### src/include/lorc_pkg.sv
/*
  Shared constants for the LED string overvoltage recovery controller:
  timing figures, register map, field positions and the state encoding.
  Assumes a single 25 MHz clock and a 32-bit AXI4-Lite register bus.
*/
package lorc_pkg;

  // System clock rate and the two windows in their printed units.
  localparam int unsigned CLK_FREQ_HZ   = 25_000_000;
  localparam int unsigned HOLD_TIME_US  = 5000;
  localparam int unsigned RECOV_TIME_US = 5000;

  // Cycle counts derived from the times above.
  localparam int unsigned HOLD_CYC  = HOLD_TIME_US * (CLK_FREQ_HZ / 1_000_000);
  localparam int unsigned RECOV_CYC = RECOV_TIME_US * (CLK_FREQ_HZ / 1_000_000);

  // Register byte addresses.
  localparam logic [3:0] ADDR_STATUS_ONE = 4'h0;
  localparam logic [3:0] ADDR_SUMMARY    = 4'h4;
  localparam logic [3:0] ADDR_CONTROL    = 4'h8;
  localparam logic [3:0] ADDR_LIVE       = 4'hc;

  // Field positions of status_word_one.
  localparam int unsigned STAT_OV_BIT  = 18;
  localparam int unsigned STAT_OC_BIT  = 17;
  localparam int unsigned STAT_REC_BIT = 16;

  // Field positions of summary_status_byte.
  localparam int unsigned SUM_OV_BIT = 7;
  localparam int unsigned SUM_OC_BIT = 4;

  // Field positions and reset value of the control register.
  localparam int unsigned CTL_DITHER_BIT = 0;
  localparam int unsigned CTL_STOP_BIT   = 1;
  localparam logic [1:0]  CTL_RST        = 2'h0;

  // AXI response codes.
  localparam logic [1:0] RESP_OKAY   = 2'h0;
  localparam logic [1:0] RESP_SLVERR = 2'h2;

  // Supervisor states.
  typedef enum logic [2:0] {
    ST_UNDERV    = 3'h0,
    ST_HOLD      = 3'h1,
    ST_RECOV     = 3'h2,
    ST_RECOV_DIS = 3'h3,
    ST_NORMAL    = 3'h4,
    ST_FAULT     = 3'h5
  } lorc_state_t;

endpackage

### src/rtl/lorc_timer.sv
/*
  Saturating cycle counter used for the start-up hold window and for the
  accumulated recovery window. Assumes synchronous inputs on aclk.
*/
`timescale 1ns/1ns
module lorc_timer #(
  parameter int unsigned LIMIT = 16,
  parameter int unsigned WIDTH = $clog2(LIMIT + 1)
) (
  // Clock and reset.
  input  wire logic aclk,
  input  wire logic aresetn,
  // Control.
  input  wire logic clear,
  input  wire logic run,
  // Status.
  output logic      done_q
);

  localparam logic [WIDTH-1:0] LAST = WIDTH'(LIMIT - 1);

  logic [WIDTH-1:0] count_q;  // Cycles counted so far.
  logic [WIDTH-1:0] count_d;  // Next count.
  logic             done_d;   // Next done flag.

  // Counting only advances while run is high, so short runs accumulate.
  always_comb begin
    count_d = count_q;
    done_d  = done_q;
    if (clear) begin
      count_d = '0;
      done_d  = 1'b0;
    end else if (run && !done_q) begin
      if (count_q == LAST) begin
        done_d = 1'b1;
      end else begin
        count_d = count_q + WIDTH'(1);
      end
    end
  end

  // Registers only.
  always_ff @(posedge aclk) begin
    if (!aresetn) begin
      count_q <= '0;
      done_q  <= 1'b0;
    end else begin
      count_q <= count_d;
      done_q  <= done_d;
    end
  end

endmodule

### src/rtl/lorc_top.sv
/*
  LED string overvoltage and overcurrent supervisor with an AXI4-Lite
  register slave. Comparator levels and the dimming PWM input are taken
  as synchronous to aclk; converter, dimming switch and discharge
  controls go to the analog power stage.
*/
`timescale 1ns/1ns
// Operation
// - Dither off by default, strap high enables.
// - Supply below minimum keeps recovery flag set.
// - Hold window keeps converter stopped, ignoring PWM.
// - After hold window, follow PWM if fault-free.
// - Clean recovery window clears recovery flag.
// - Later overvoltage latches, stops until read-clear.
// - Overvoltage in recovery: discharge, then self-release.
// - Recovery window starts at late PWM rise.
// - Normal overvoltage latches, discharges, stops until cleared.
// - Supply overvoltage inhibits discharge and flag.
// - Overvoltage outlasting supply overvoltage then latches.
// - Recovery time accumulates over short PWM pulses.
// - Overvoltage stops converter, switch; flags; discharges.
// - Overcurrent sets flag, stops converter and switch.
// - Restart needs release level and cleared flag.
// - Overvoltage shown in summary and status words.
module lorc_top
  import lorc_pkg::*;
#(
  parameter int unsigned HOLD_CYCLES  = HOLD_CYC,
  parameter int unsigned RECOV_CYCLES = RECOV_CYC
) (
  // Clock and reset.
  input  wire logic        aclk,
  input  wire logic        aresetn,
  // AXI4-Lite write address and data.
  input  wire logic        s_axi_awvalid,
  output logic             s_axi_awready,
  input  wire logic [3:0]  s_axi_awaddr,
  input  wire logic        s_axi_wvalid,
  output logic             s_axi_wready,
  input  wire logic [31:0] s_axi_wdata,
  input  wire logic [3:0]  s_axi_wstrb,
  // AXI4-Lite write response.
  output logic             s_axi_bvalid,
  input  wire logic        s_axi_bready,
  output logic [1:0]       s_axi_bresp,
  // AXI4-Lite read.
  input  wire logic        s_axi_arvalid,
  output logic             s_axi_arready,
  input  wire logic [3:0]  s_axi_araddr,
  output logic             s_axi_rvalid,
  input  wire logic        s_axi_rready,
  output logic [31:0]      s_axi_rdata,
  output logic [1:0]       s_axi_rresp,
  // Comparators, straps and dimming input.
  input  wire logic        supply_above_min,
  input  wire logic        supply_overvoltage,
  input  wire logic        string_above_trip,
  input  wire logic        string_above_release,
  input  wire logic        overcurrent_trip,
  input  wire logic        dim_pwm_in,
  input  wire logic        sdi_strap,
  // Power stage controls.
  output logic             converter_run_q,
  output logic             dimming_switch_q,
  output logic             discharge_q,
  output logic             dither_enable_q
);

  // Supervisor state and flags.
  lorc_state_t state_q, state_d;
  logic        rec_flag_q, rec_flag_d;     // ovp_recovery_flag.
  logic        ov_flag_q, ov_flag_d;       // string_overvoltage_flag.
  logic        oc_flag_q, oc_flag_d;       // string_overcurrent_flag.
  logic        run_d, dim_d, dis_d, dith_d;
  logic        strap_seen_q, strap_seen_d; // Strap already sampled.
  logic        strap_q, strap_d;           // Sampled strap level.
  logic [1:0]  ctl_q, ctl_d;               // Control register.
  logic        hold_done, rec_done;        // Timer results.
  logic        ov_event;                   // Qualified string overvoltage.
  logic        rc_read;                    // Read-and-clear taken.

  // Write channel state.
  logic        aw_have_q, aw_have_d, w_have_q, w_have_d;
  logic [3:0]  aw_addr_q, aw_addr_d;
  logic [31:0] w_data_q, w_data_d;
  logic [3:0]  w_strb_q, w_strb_d;
  logic        awready_d, wready_d, bvalid_d;
  logic [1:0]  bresp_d;
  logic        wr_fire;

  // Read channel state.
  logic        arready_d, rvalid_d;
  logic [31:0] rdata_d;
  logic [1:0]  rresp_d;
  logic        ar_take;

  // A string overvoltage only counts while the supply is not over
  // voltage; the power stage is already off then anyway.
  assign ov_event = string_above_trip && !supply_overvoltage;
  assign ar_take  = s_axi_arvalid && s_axi_arready;
  assign rc_read  = ar_take && (s_axi_araddr == ADDR_STATUS_ONE);
  assign wr_fire  = aw_have_q && w_have_q && !s_axi_bvalid;

  // Hold window timer, restarted whenever the supply drops.
  lorc_timer #(.LIMIT(HOLD_CYCLES)) u_hold (
    .aclk    (aclk),
    .aresetn (aresetn),
    .clear   (state_q == ST_UNDERV),
    .run     (state_q == ST_HOLD),
    .done_q  (hold_done)
  );

  // Recovery timer runs only while PWM is high, so it starts at the
  // first PWM rise and sums short on-times.
  lorc_timer #(.LIMIT(RECOV_CYCLES)) u_recov (
    .aclk    (aclk),
    .aresetn (aresetn),
    .clear   (state_q == ST_UNDERV || state_q == ST_HOLD),
    .run     (state_q == ST_RECOV && dim_pwm_in),
    .done_q  (rec_done)
  );

  // Supervisor next state, flags and power stage controls.
  always_comb begin
    state_d = state_q;
    unique case (state_q)
      ST_UNDERV: begin
        if (supply_above_min) begin
          state_d = ST_HOLD;
        end
      end
      ST_HOLD: begin
        if (hold_done) begin
          state_d = ST_RECOV;
        end
      end
      ST_RECOV: begin
        if (ov_event) begin
          state_d = ST_RECOV_DIS;
        end else if (rec_done) begin
          state_d = ST_NORMAL;
        end
      end
      ST_RECOV_DIS: begin
        if (!string_above_release && !ov_event) begin
          state_d = ST_NORMAL;
        end
      end
      ST_NORMAL: begin
        if (ov_event || overcurrent_trip) begin
          state_d = ST_FAULT;
        end
      end
      ST_FAULT: begin
        // Both the level and the software clear are needed.
        if (!ov_flag_q && !oc_flag_q && !string_above_release) begin
          state_d = ST_NORMAL;
        end
      end
      default: state_d = ST_UNDERV;
    endcase
    if (!supply_above_min) begin
      state_d = ST_UNDERV;
    end
    rec_flag_d = (state_d != ST_NORMAL) && (state_d != ST_FAULT);
    // Set wins over the read-and-clear in the same cycle.
    ov_flag_d = (ov_flag_q && !rc_read) || ov_event;
    oc_flag_d = (oc_flag_q && !rc_read) || overcurrent_trip;
    // Converter follows PWM only in running states and fault-free.
    run_d = dim_pwm_in && !ctl_q[CTL_STOP_BIT] && !supply_overvoltage
            && !ov_event && !overcurrent_trip
            && (state_q == ST_RECOV || state_q == ST_NORMAL)
            && (state_d == ST_RECOV || state_d == ST_NORMAL);
    dim_d = run_d;
    // Discharge until release level, never during supply overvoltage.
    dis_d = !supply_overvoltage && (ov_event || (string_above_release
            && (state_d == ST_RECOV_DIS || state_d == ST_FAULT)));
    // Strap is sampled once, in the first cycle after reset release.
    strap_seen_d = 1'b1;
    strap_d      = strap_seen_q ? strap_q : sdi_strap;
    dith_d = strap_d || ctl_q[CTL_DITHER_BIT];
  end

  // Supervisor registers.
  always_ff @(posedge aclk) begin
    if (!aresetn) begin
      state_q          <= ST_UNDERV;
      rec_flag_q       <= 1'b1;
      ov_flag_q        <= 1'b0;
      oc_flag_q        <= 1'b0;
      converter_run_q  <= 1'b0;
      dimming_switch_q <= 1'b0;
      discharge_q      <= 1'b0;
      dither_enable_q  <= 1'b0;
      strap_seen_q     <= 1'b0;
      strap_q          <= 1'b0;
    end else begin
      state_q          <= state_d;
      rec_flag_q       <= rec_flag_d;
      ov_flag_q        <= ov_flag_d;
      oc_flag_q        <= oc_flag_d;
      converter_run_q  <= run_d;
      dimming_switch_q <= dim_d;
      discharge_q      <= dis_d;
      dither_enable_q  <= dith_d;
      strap_seen_q     <= strap_seen_d;
      strap_q          <= strap_d;
    end
  end

  // Write channel: address and data taken in either order, then a
  // response one cycle after both are held.
  always_comb begin
    aw_have_d = aw_have_q;
    w_have_d  = w_have_q;
    aw_addr_d = aw_addr_q;
    w_data_d  = w_data_q;
    w_strb_d  = w_strb_q;
    bvalid_d  = s_axi_bvalid;
    bresp_d   = s_axi_bresp;
    ctl_d     = ctl_q;
    if (s_axi_awvalid && s_axi_awready) begin
      aw_have_d = 1'b1;
      aw_addr_d = s_axi_awaddr;
    end
    if (s_axi_wvalid && s_axi_wready) begin
      w_have_d = 1'b1;
      w_data_d = s_axi_wdata;
      w_strb_d = s_axi_wstrb;
    end
    if (wr_fire) begin
      aw_have_d = 1'b0;
      w_have_d  = 1'b0;
      bvalid_d  = 1'b1;
      bresp_d   = RESP_OKAY;
      if (aw_addr_q == ADDR_CONTROL) begin
        if (w_strb_q[0]) begin
          ctl_d = w_data_q[1:0];
        end
      end else if (aw_addr_q != ADDR_STATUS_ONE
                   && aw_addr_q != ADDR_SUMMARY
                   && aw_addr_q != ADDR_LIVE) begin
        bresp_d = RESP_SLVERR; // Unmapped address.
      end
    end else if (s_axi_bvalid && s_axi_bready) begin
      bvalid_d = 1'b0;
    end
    awready_d = !aw_have_d && !bvalid_d;
    wready_d  = !w_have_d && !bvalid_d;
  end

  // Write channel registers.
  always_ff @(posedge aclk) begin
    if (!aresetn) begin
      aw_have_q     <= 1'b0;
      w_have_q      <= 1'b0;
      aw_addr_q     <= 4'h0;
      w_data_q      <= 32'h0;
      w_strb_q      <= 4'h0;
      s_axi_bvalid  <= 1'b0;
      s_axi_bresp   <= RESP_OKAY;
      s_axi_awready <= 1'b0;
      s_axi_wready  <= 1'b0;
      ctl_q         <= CTL_RST;
    end else begin
      aw_have_q     <= aw_have_d;
      w_have_q      <= w_have_d;
      aw_addr_q     <= aw_addr_d;
      w_data_q      <= w_data_d;
      w_strb_q      <= w_strb_d;
      s_axi_bvalid  <= bvalid_d;
      s_axi_bresp   <= bresp_d;
      s_axi_awready <= awready_d;
      s_axi_wready  <= wready_d;
      ctl_q         <= ctl_d;
    end
  end

  // Read channel: one read at a time, data one cycle after the address.
  // The status word is sampled before its flags are cleared.
  always_comb begin
    rvalid_d  = s_axi_rvalid;
    rdata_d   = s_axi_rdata;
    rresp_d   = s_axi_rresp;
    if (ar_take) begin
      rvalid_d = 1'b1;
      rdata_d  = 32'h0;
      rresp_d  = RESP_OKAY;
      unique case (s_axi_araddr)
        ADDR_STATUS_ONE: begin
          rdata_d[STAT_OV_BIT]  = ov_flag_q;
          rdata_d[STAT_OC_BIT]  = oc_flag_q;
          rdata_d[STAT_REC_BIT] = rec_flag_q;
        end
        ADDR_SUMMARY: begin
          rdata_d[SUM_OV_BIT] = ov_flag_q;
          rdata_d[SUM_OC_BIT] = oc_flag_q;
        end
        ADDR_CONTROL: rdata_d[1:0] = ctl_q;
        ADDR_LIVE:    rdata_d[3:0] = {dither_enable_q, state_q};
        default:      rresp_d = RESP_SLVERR;
      endcase
    end else if (s_axi_rvalid && s_axi_rready) begin
      rvalid_d = 1'b0;
    end
    arready_d = !rvalid_d;
  end

  // Read channel registers.
  always_ff @(posedge aclk) begin
    if (!aresetn) begin
      s_axi_rvalid  <= 1'b0;
      s_axi_rdata   <= 32'h0;
      s_axi_rresp   <= RESP_OKAY;
      s_axi_arready <= 1'b0;
    end else begin
      s_axi_rvalid  <= rvalid_d;
      s_axi_rdata   <= rdata_d;
      s_axi_rresp   <= rresp_d;
      s_axi_arready <= arready_d;
    end
  end
endmodule

### config.mk
export PLATFORM = sky130hd
export DESIGN_NAME = lorc_top
export DESIGN_NICKNAME = d
export VERILOG_FILES = /design/src/include/lorc_pkg.sv /design/src/rtl/lorc_timer.sv /design/src/rtl/lorc_top.sv
export SDC_FILE = /design/constraint.sdc
export NUM_CORES = 1
export LEC_CHECK = 0
export BUFFER_PORTS_ARGS = -buffer_cell sky130_fd_sc_hd__buf_4
export CORE_ASPECT_RATIO = 1.25
export CORE_MARGIN = 1.5
export CORE_UTILIZATION = 40
export CTS_CLUSTER_DIAMETER = 100
export DETAILED_ROUTE_END_ITERATION = 8
export PLACE_DENSITY_LB_ADDON = 0.1
export RECOVER_POWER = 25
export SLEW_MARGIN = 10
export SYNTH_ARGS = -nofsm -noshare
export SYNTH_HDL_FRONTEND = slang
export SYNTH_HIERARCHICAL = 1
export SYNTH_SLANG_ARGS = --single-unit
### constraint.sdc
create_clock -name aclk -period 3.4 [get_ports aclk]
set_input_delay 0.68 -clock aclk [delete_from_list [all_inputs] [get_ports aclk]]
set_output_delay 0.68 -clock aclk [all_outputs]
set_load 0.005 [all_outputs]
-- After elaboration in Yosys (flattened, before gate mapping)
Index checks and enable logic that the tools add are counted.
- bits in registers: 76
- input port bits: 58
- output and inout bits: 45
- logic and storage cells: 142
- muxes and demuxes: 26
- bitwise gates (word level): 3
- add/subtract/negate cells: 2
- reduce and logical (&&, ||, !) cells: 65
- equality and inequality tests: 19
- operator list (kind ; number):
    $add A17 B1 Y17 const B ; 2
    $eq A17 B17 Y1 const B ; 2
    $logic_and A1 B1 Y1 ; 30
    $mux W3 ; 8
    $pmux W3 S6 ; 1
    $logic_not A1 Y1 ; 15
    $eq A3 B2 Y1 const B ; 4
    $eq A3 B3 Y1 const B ; 4
    $eq A4 B4 Y1 const B ; 3
    $mux W1 ; 12
    $logic_or A1 B1 Y1 ; 9
    $mux W2 ; 4
    $reduce_and A2 Y1 ; 4
    $ne A3 B3 Y1 const B ; 2
    $eq A4 B3 Y1 const B ; 1
    $logic_not A4 Y1 ; 1
    $ne A4 B3 Y1 const B ; 1
    $ne A4 B4 Y1 const B ; 1
    $pmux W2 S2 ; 1
    $reduce_bool A4 Y1 ; 1
    $reduce_or A2 Y1 ; 2
    $reduce_or A4 Y1 ; 1
    $eq A3 B1 Y1 const B ; 1
    $logic_not A3 Y1 ; 1
    other kinds (2) ; 4

-- Depth between registers and ports, before layout
- depth in word-level cells: 12
- mapped depth: 7
- mapped depth without buffers: 6

-- Cells and area by module
The synthesis kept the hierarchy.
- modules (own cells, without submodules) (module ; cells an instance ; seq. area each (um^2) ; instances ; area each (um^2)):
    lorc_timer ; 109 ; 360.3 ; 2 ; 967.2
    lorc_top ; 196 ; 760.7 ; 1 ; 1691.6

-- Worst setup path after synthesis
No wires, ideal clock.
- kind: input to register
- from: input port dim_pwm_in
- to: register u_recov.count_q[16]
- buffers on the path: 0
- data arrival time: 2.516 ns
- path slack: 0.814 ns
- data required time: 3.330 ns
- cell stages on the path: 5
- setup time: 0.070 ns
- cell sequence: nor4b_1 nand4b_4 or3_1 or4_1 a21oi_1
- cells in the longest elaborated chain, start to end: 3
- ends and longest elaborated chain (element ; RTL line ; RTL):
    start, declared ; lorc_top.sv:60 ; input wire logic dim_pwm_in,
    $logic_and A1 B1 Y1 ; lorc_top.sv:119 ; .run (state_q == ST_RECOV && dim_pwm_in),
    $logic_and A1 B1 Y1 ; lorc_timer.sv:33 ; end else if (run && !done_q) begin
    $reduce_and A2 Y1 (no line) ; n/a ;
    end signal, assigned ; lorc_timer.sv:48 ; count_q <= count_d;
    end, declared ; lorc_timer.sv:22 ; logic [WIDTH-1:0] count_q;
No other way between the ends.
A chain may end at the register's enable or synchronous reset.

-- Final worst setup path
- from: register state_q[1]
- to: register u_recov.count_q[16]
- cells in the longest elaborated chain, start to end: 4
- elaborated cells on any way between the ends: 8
- classes of those cells: 2 x eq/ne; 6 x reduce/logical
- ends and longest elaborated chain (element ; RTL line ; RTL):
    start, declared ; lorc_top.sv:70 ; lorc_state_t state_q, state_d;
    start signal, assigned ; lorc_top.sv:198 ; state_q <= state_d;
    $eq A3 B2 Y1 ; lorc_top.sv:119 ;
    $logic_and A1 B1 Y1 ; lorc_top.sv:119 ;
    $logic_and A1 B1 Y1 ; lorc_timer.sv:33 ;
    $reduce_and A2 Y1 (no line) ; n/a ;
Parallel ways exist; a longest one is shown, timed or not.

==> results_dict.tcl <==
set metrics [dict create \
    rows 38 \
    p_comb_share_pct 5.4 \
    cp-end-kind "flip-flop" \
    cp_data_required_time_ns 3.69 \
    powerDensity_mw_per_mm2 417 \
    post-cts-setup-buffer-count 0 \
    relSlewSlack_pct 50.6 \
    drt-total-wl_um 7580 \
    netlist_top_cells_area "dfxtp_1, buf_4, nor2_1, a21oi_1, xnor2_1" \
    die_x_um 88.2 \
    ir_worst_vdd_uv 214 \
    min_period_ns 2.37 \
    critPathKind "flip-flop to flip-flop" \
    die_area_mm2 0.00965 \
    drive_gt1_share_pct 16.2 \
    insertion_delay_ns 0.35 \
    setup_viol 0 \
    crit_fanout 12 \
    synth_top_area_cell "dfxtp_1" \
    synthFlopType "dfxtp_1" \
    fin_crit_sh_pct 69.7 \
    cts_tree "built" \
    grt_pass1_wl_um 12700 \
    fin_worst_skew_ns 0.00913 \
    stdcell_area_mm2 0.00418 \
    maxCapViolations 0 \
    first_global_vias 2829 \
    cts_made_buffers 9 \
    drc 0 \
    core_mm2 0.00875 \
    syn_to_final_growth_pct 15.3 \
    nFillCells 900 \
    critPathLaunchType "flip-flop" \
    layout.cells.non_filler 582 \
    via_per_inst 5.12 \
    fmax_ghz 0.422 \
    avgSynthCellArea_um2 8.76 \
    gp_congestion 0.776 \
    diodes 0 \
    yosysWarnings 6 \
    num_io_pins 103 \
    p_leak_nw 1.51 \
    clk_pin_slew_ns 0.08 \
    ctsRootBufferMaster "clkbuf_8" \
    power.internal_mw 1.35 \
    switching_share_pct 22.5 \
    grt_max_degree 27 \
    fin_nets 521 \
    synthArstFlopShare_pct 0 \
    grt_usage_pct 16.7 \
    drtIter0Drc 75 \
    rsz0062_at_grt "false" \
    vias 2980 \
    initial_core_util_pct 41.4 \
    synth_cell_type_count 56 \
    synth_seq_cells 74 \
    placed_cells 568 \
    grt-ovfl-total 0 \
    cts.htree.levels 3 \
    ys_seq_area_share_pct 40.9 \
    clock_power_share_pct 43.3 \
    tns_ns 0 \
    seqCellArea_mm2 0.00148 \
    syn_inst 414 \
    wire_per_inst_um 13.0 \
    hpwl_um 5420 \
    tightest_slew_ns 0.736 \
    cp_data_arrival_time_ns 2.66 \
    grt_antenna_before_repair 0 \
    cts_sinks 74 \
    synth_top_area_share_pct 40.9 \
    cts_buffer_depth 2 \
    finalHoldViolations 0 \
    status "complete, no violations" \
    cts_resized 0 \
    fp.dieH_um 109 \
    placed_area_mm2 0.00398 \
    synth-edff-count 0 \
    min_path_type "flip-flop to flip-flop" \
    ctsHoldBuffers 0 \
    drt_pass1_iterations 6 \
    multi_input_area_mm2 0.00194 \
    ant_nets 0 \
    pwr-share-seq_pct 51.4 \
    slew_viol_final 0 \
    p_sw_mw 0.393 \
    io_buffers 44 \
    syn_area_mm2 0.00363 \
]
[stage by stage]
step / utilization, % / setup slack, ns / hold WS, ns / total power [mW]
5_1_grt: 47.8 / 0.839 / 0.478 / 1.82
2_1_floorplan: - / 0.814 / 0.431 / 0.984
3_5_place_dp: 45.4 / 0.980 / 0.444 / 1.01
4_1_cts: 47.9 / 1.01 / 0.455 / 1.77
3_3_place_gp: 45.4 / 1.00 / 0.443 / 1.01
6_report: 47.8 / 1.03 / 0.451 / 1.75
[final cells by class]
class                      count  share of cell area [%]
timing repair buffer          47                    8.26
clock buffer                  10                    3.29
sequential                    74                    35.4
multi-input combinational    314                    46.4
inverter                      13                    1.17
tap                          120                    3.59
clock inverter                 4                    1.83
[power groups by stage]
stage | clock network [mW] | registers [mW] | logic [mW]
2_1_floorplan | 0 | 0.914 | 0.0703
5_1_grt | 0.812 | 0.900 | 0.107
3_5_place_dp | 0 | 0.917 | 0.0958
4_1_cts | 0.779 | 0.897 | 0.0960
6_report | 0.755 | 0.897 | 0.0936
3_3_place_gp | 0 | 0.917 | 0.0943
[path summary, 6_finish.rpt]
check	startpoint	endpoint	slack (ns)	depth (start not counted)
worst min-delay path	s_axi_rdata[3]	s_axi_rdata[3]	0.45	2
worst max-delay path	state_q[1]	u_recov/count_q[16]	1.03	7
worst max register to register	state_q[1]	u_recov/count_q[16]	1.03	7
worst min register to register	s_axi_rdata[3]	s_axi_rdata[3]	0.45	2
[layout by cell type, fill, tap and decap left out, types with 3 or more instances in the layout]
cell type | netlist | final
clkbuf_4 | 0 | 13
a2bb2oi_1 | 4 | 4
nor2b_1 | 5 | 5
nand4_1 | 12 | 12
a31o_1 | 4 | 4
nor2_1 | 49 | 49
mux2i_1 | 5 | 5
and3_1 | 4 | 4
nor4_2 | 5 | 5
a22oi_1 | 3 | 3
nand2_1 | 31 | 31
xor2_1 | 4 | 4
nand3b_1 | 5 | 5
dfxtp_1 | 74 | 74
or3_1 | 11 | 11
clkbuf_8 | 0 | 10
or4_1 | 3 | 3
inv_1 | 12 | 12
nand2b_1 | 13 | 13
ha_1 | 4 | 4
nor3_1 | 11 | 11
xnor2_1 | 15 | 15
a21oi_1 | 29 | 29
nor4_1 | 9 | 9
nand3_1 | 17 | 17
buf_4 | 27 | 32
o211ai_1 | 5 | 5
conb_1 | 1 | 25
[critical path, cell delays in order (launching register included)]
cell and delay [ns]:
dfxtp_1 0.54, inv_1 0.11, nor4b_1 0.33, buf_4 0.20
nand4b_4 0.16, or3_1 0.42, or4_1 0.40, a21oi_1 0.14
[synthesized netlist by cell type, drive strengths merged (3+ instances only)]
| cell type | count |
|---|---|
| or4 | 3 |
| and3 | 4 |
| nor2 | 49 |
| nand3b | 5 |
| nand3 | 17 |
| xor2 | 4 |
| nand2b | 13 |
| ha | 4 |
| or4b | 3 |
| buf | 33 |
| a2bb2oi | 4 |
| nor3 | 11 |
| or2 | 3 |
| a2111oi | 3 |
| nor4 | 16 |
| nand4 | 14 |
| or3 | 11 |
| mux2i | 5 |
| a22oi | 3 |
| dfxtp | 74 |
| nand2 | 31 |
| o211ai | 5 |
| a21oi | 29 |
| clkbuf | 4 |
| nor2b | 5 |
| a31o | 4 |
| inv | 12 |
| xnor2 | 15 |
[registers in the layout, summed over array words and instances, names as in the netlist, 2 cells and up]
name,cells
state_q,3
aw_addr_q,4
s_axi_rdata,9
u_hold/count_q,17
w_data_q,2
ctl_q,2
u_recov/count_q,17
[per-layer routing]
metal	routed length, um	track usage [%]	vias to the layer above
met3	196	2.40	11
met2	3620	27.5	43
met1	3620	21.2	1397
li1	-	-	1529
met5	0	0	-
met4	142	8.59	0
[cell families (layout without fill, tap and decap cells)]
group	Yosys count	in the layout	synth area share, %
DFF	74	74	40.9
muxes	5	5	1.38
AOI/OAI and AO/OA	66	66	12.2
and+or+nand+nor	195	195	31.4
buffers and inverters	50	74	8.07
other	1	25	0.103
adders and majority gates	4	4	1.38
xor gates and xnor gates	19	19	4.59
No activity file was read; power rests on OpenSTA's default activity.
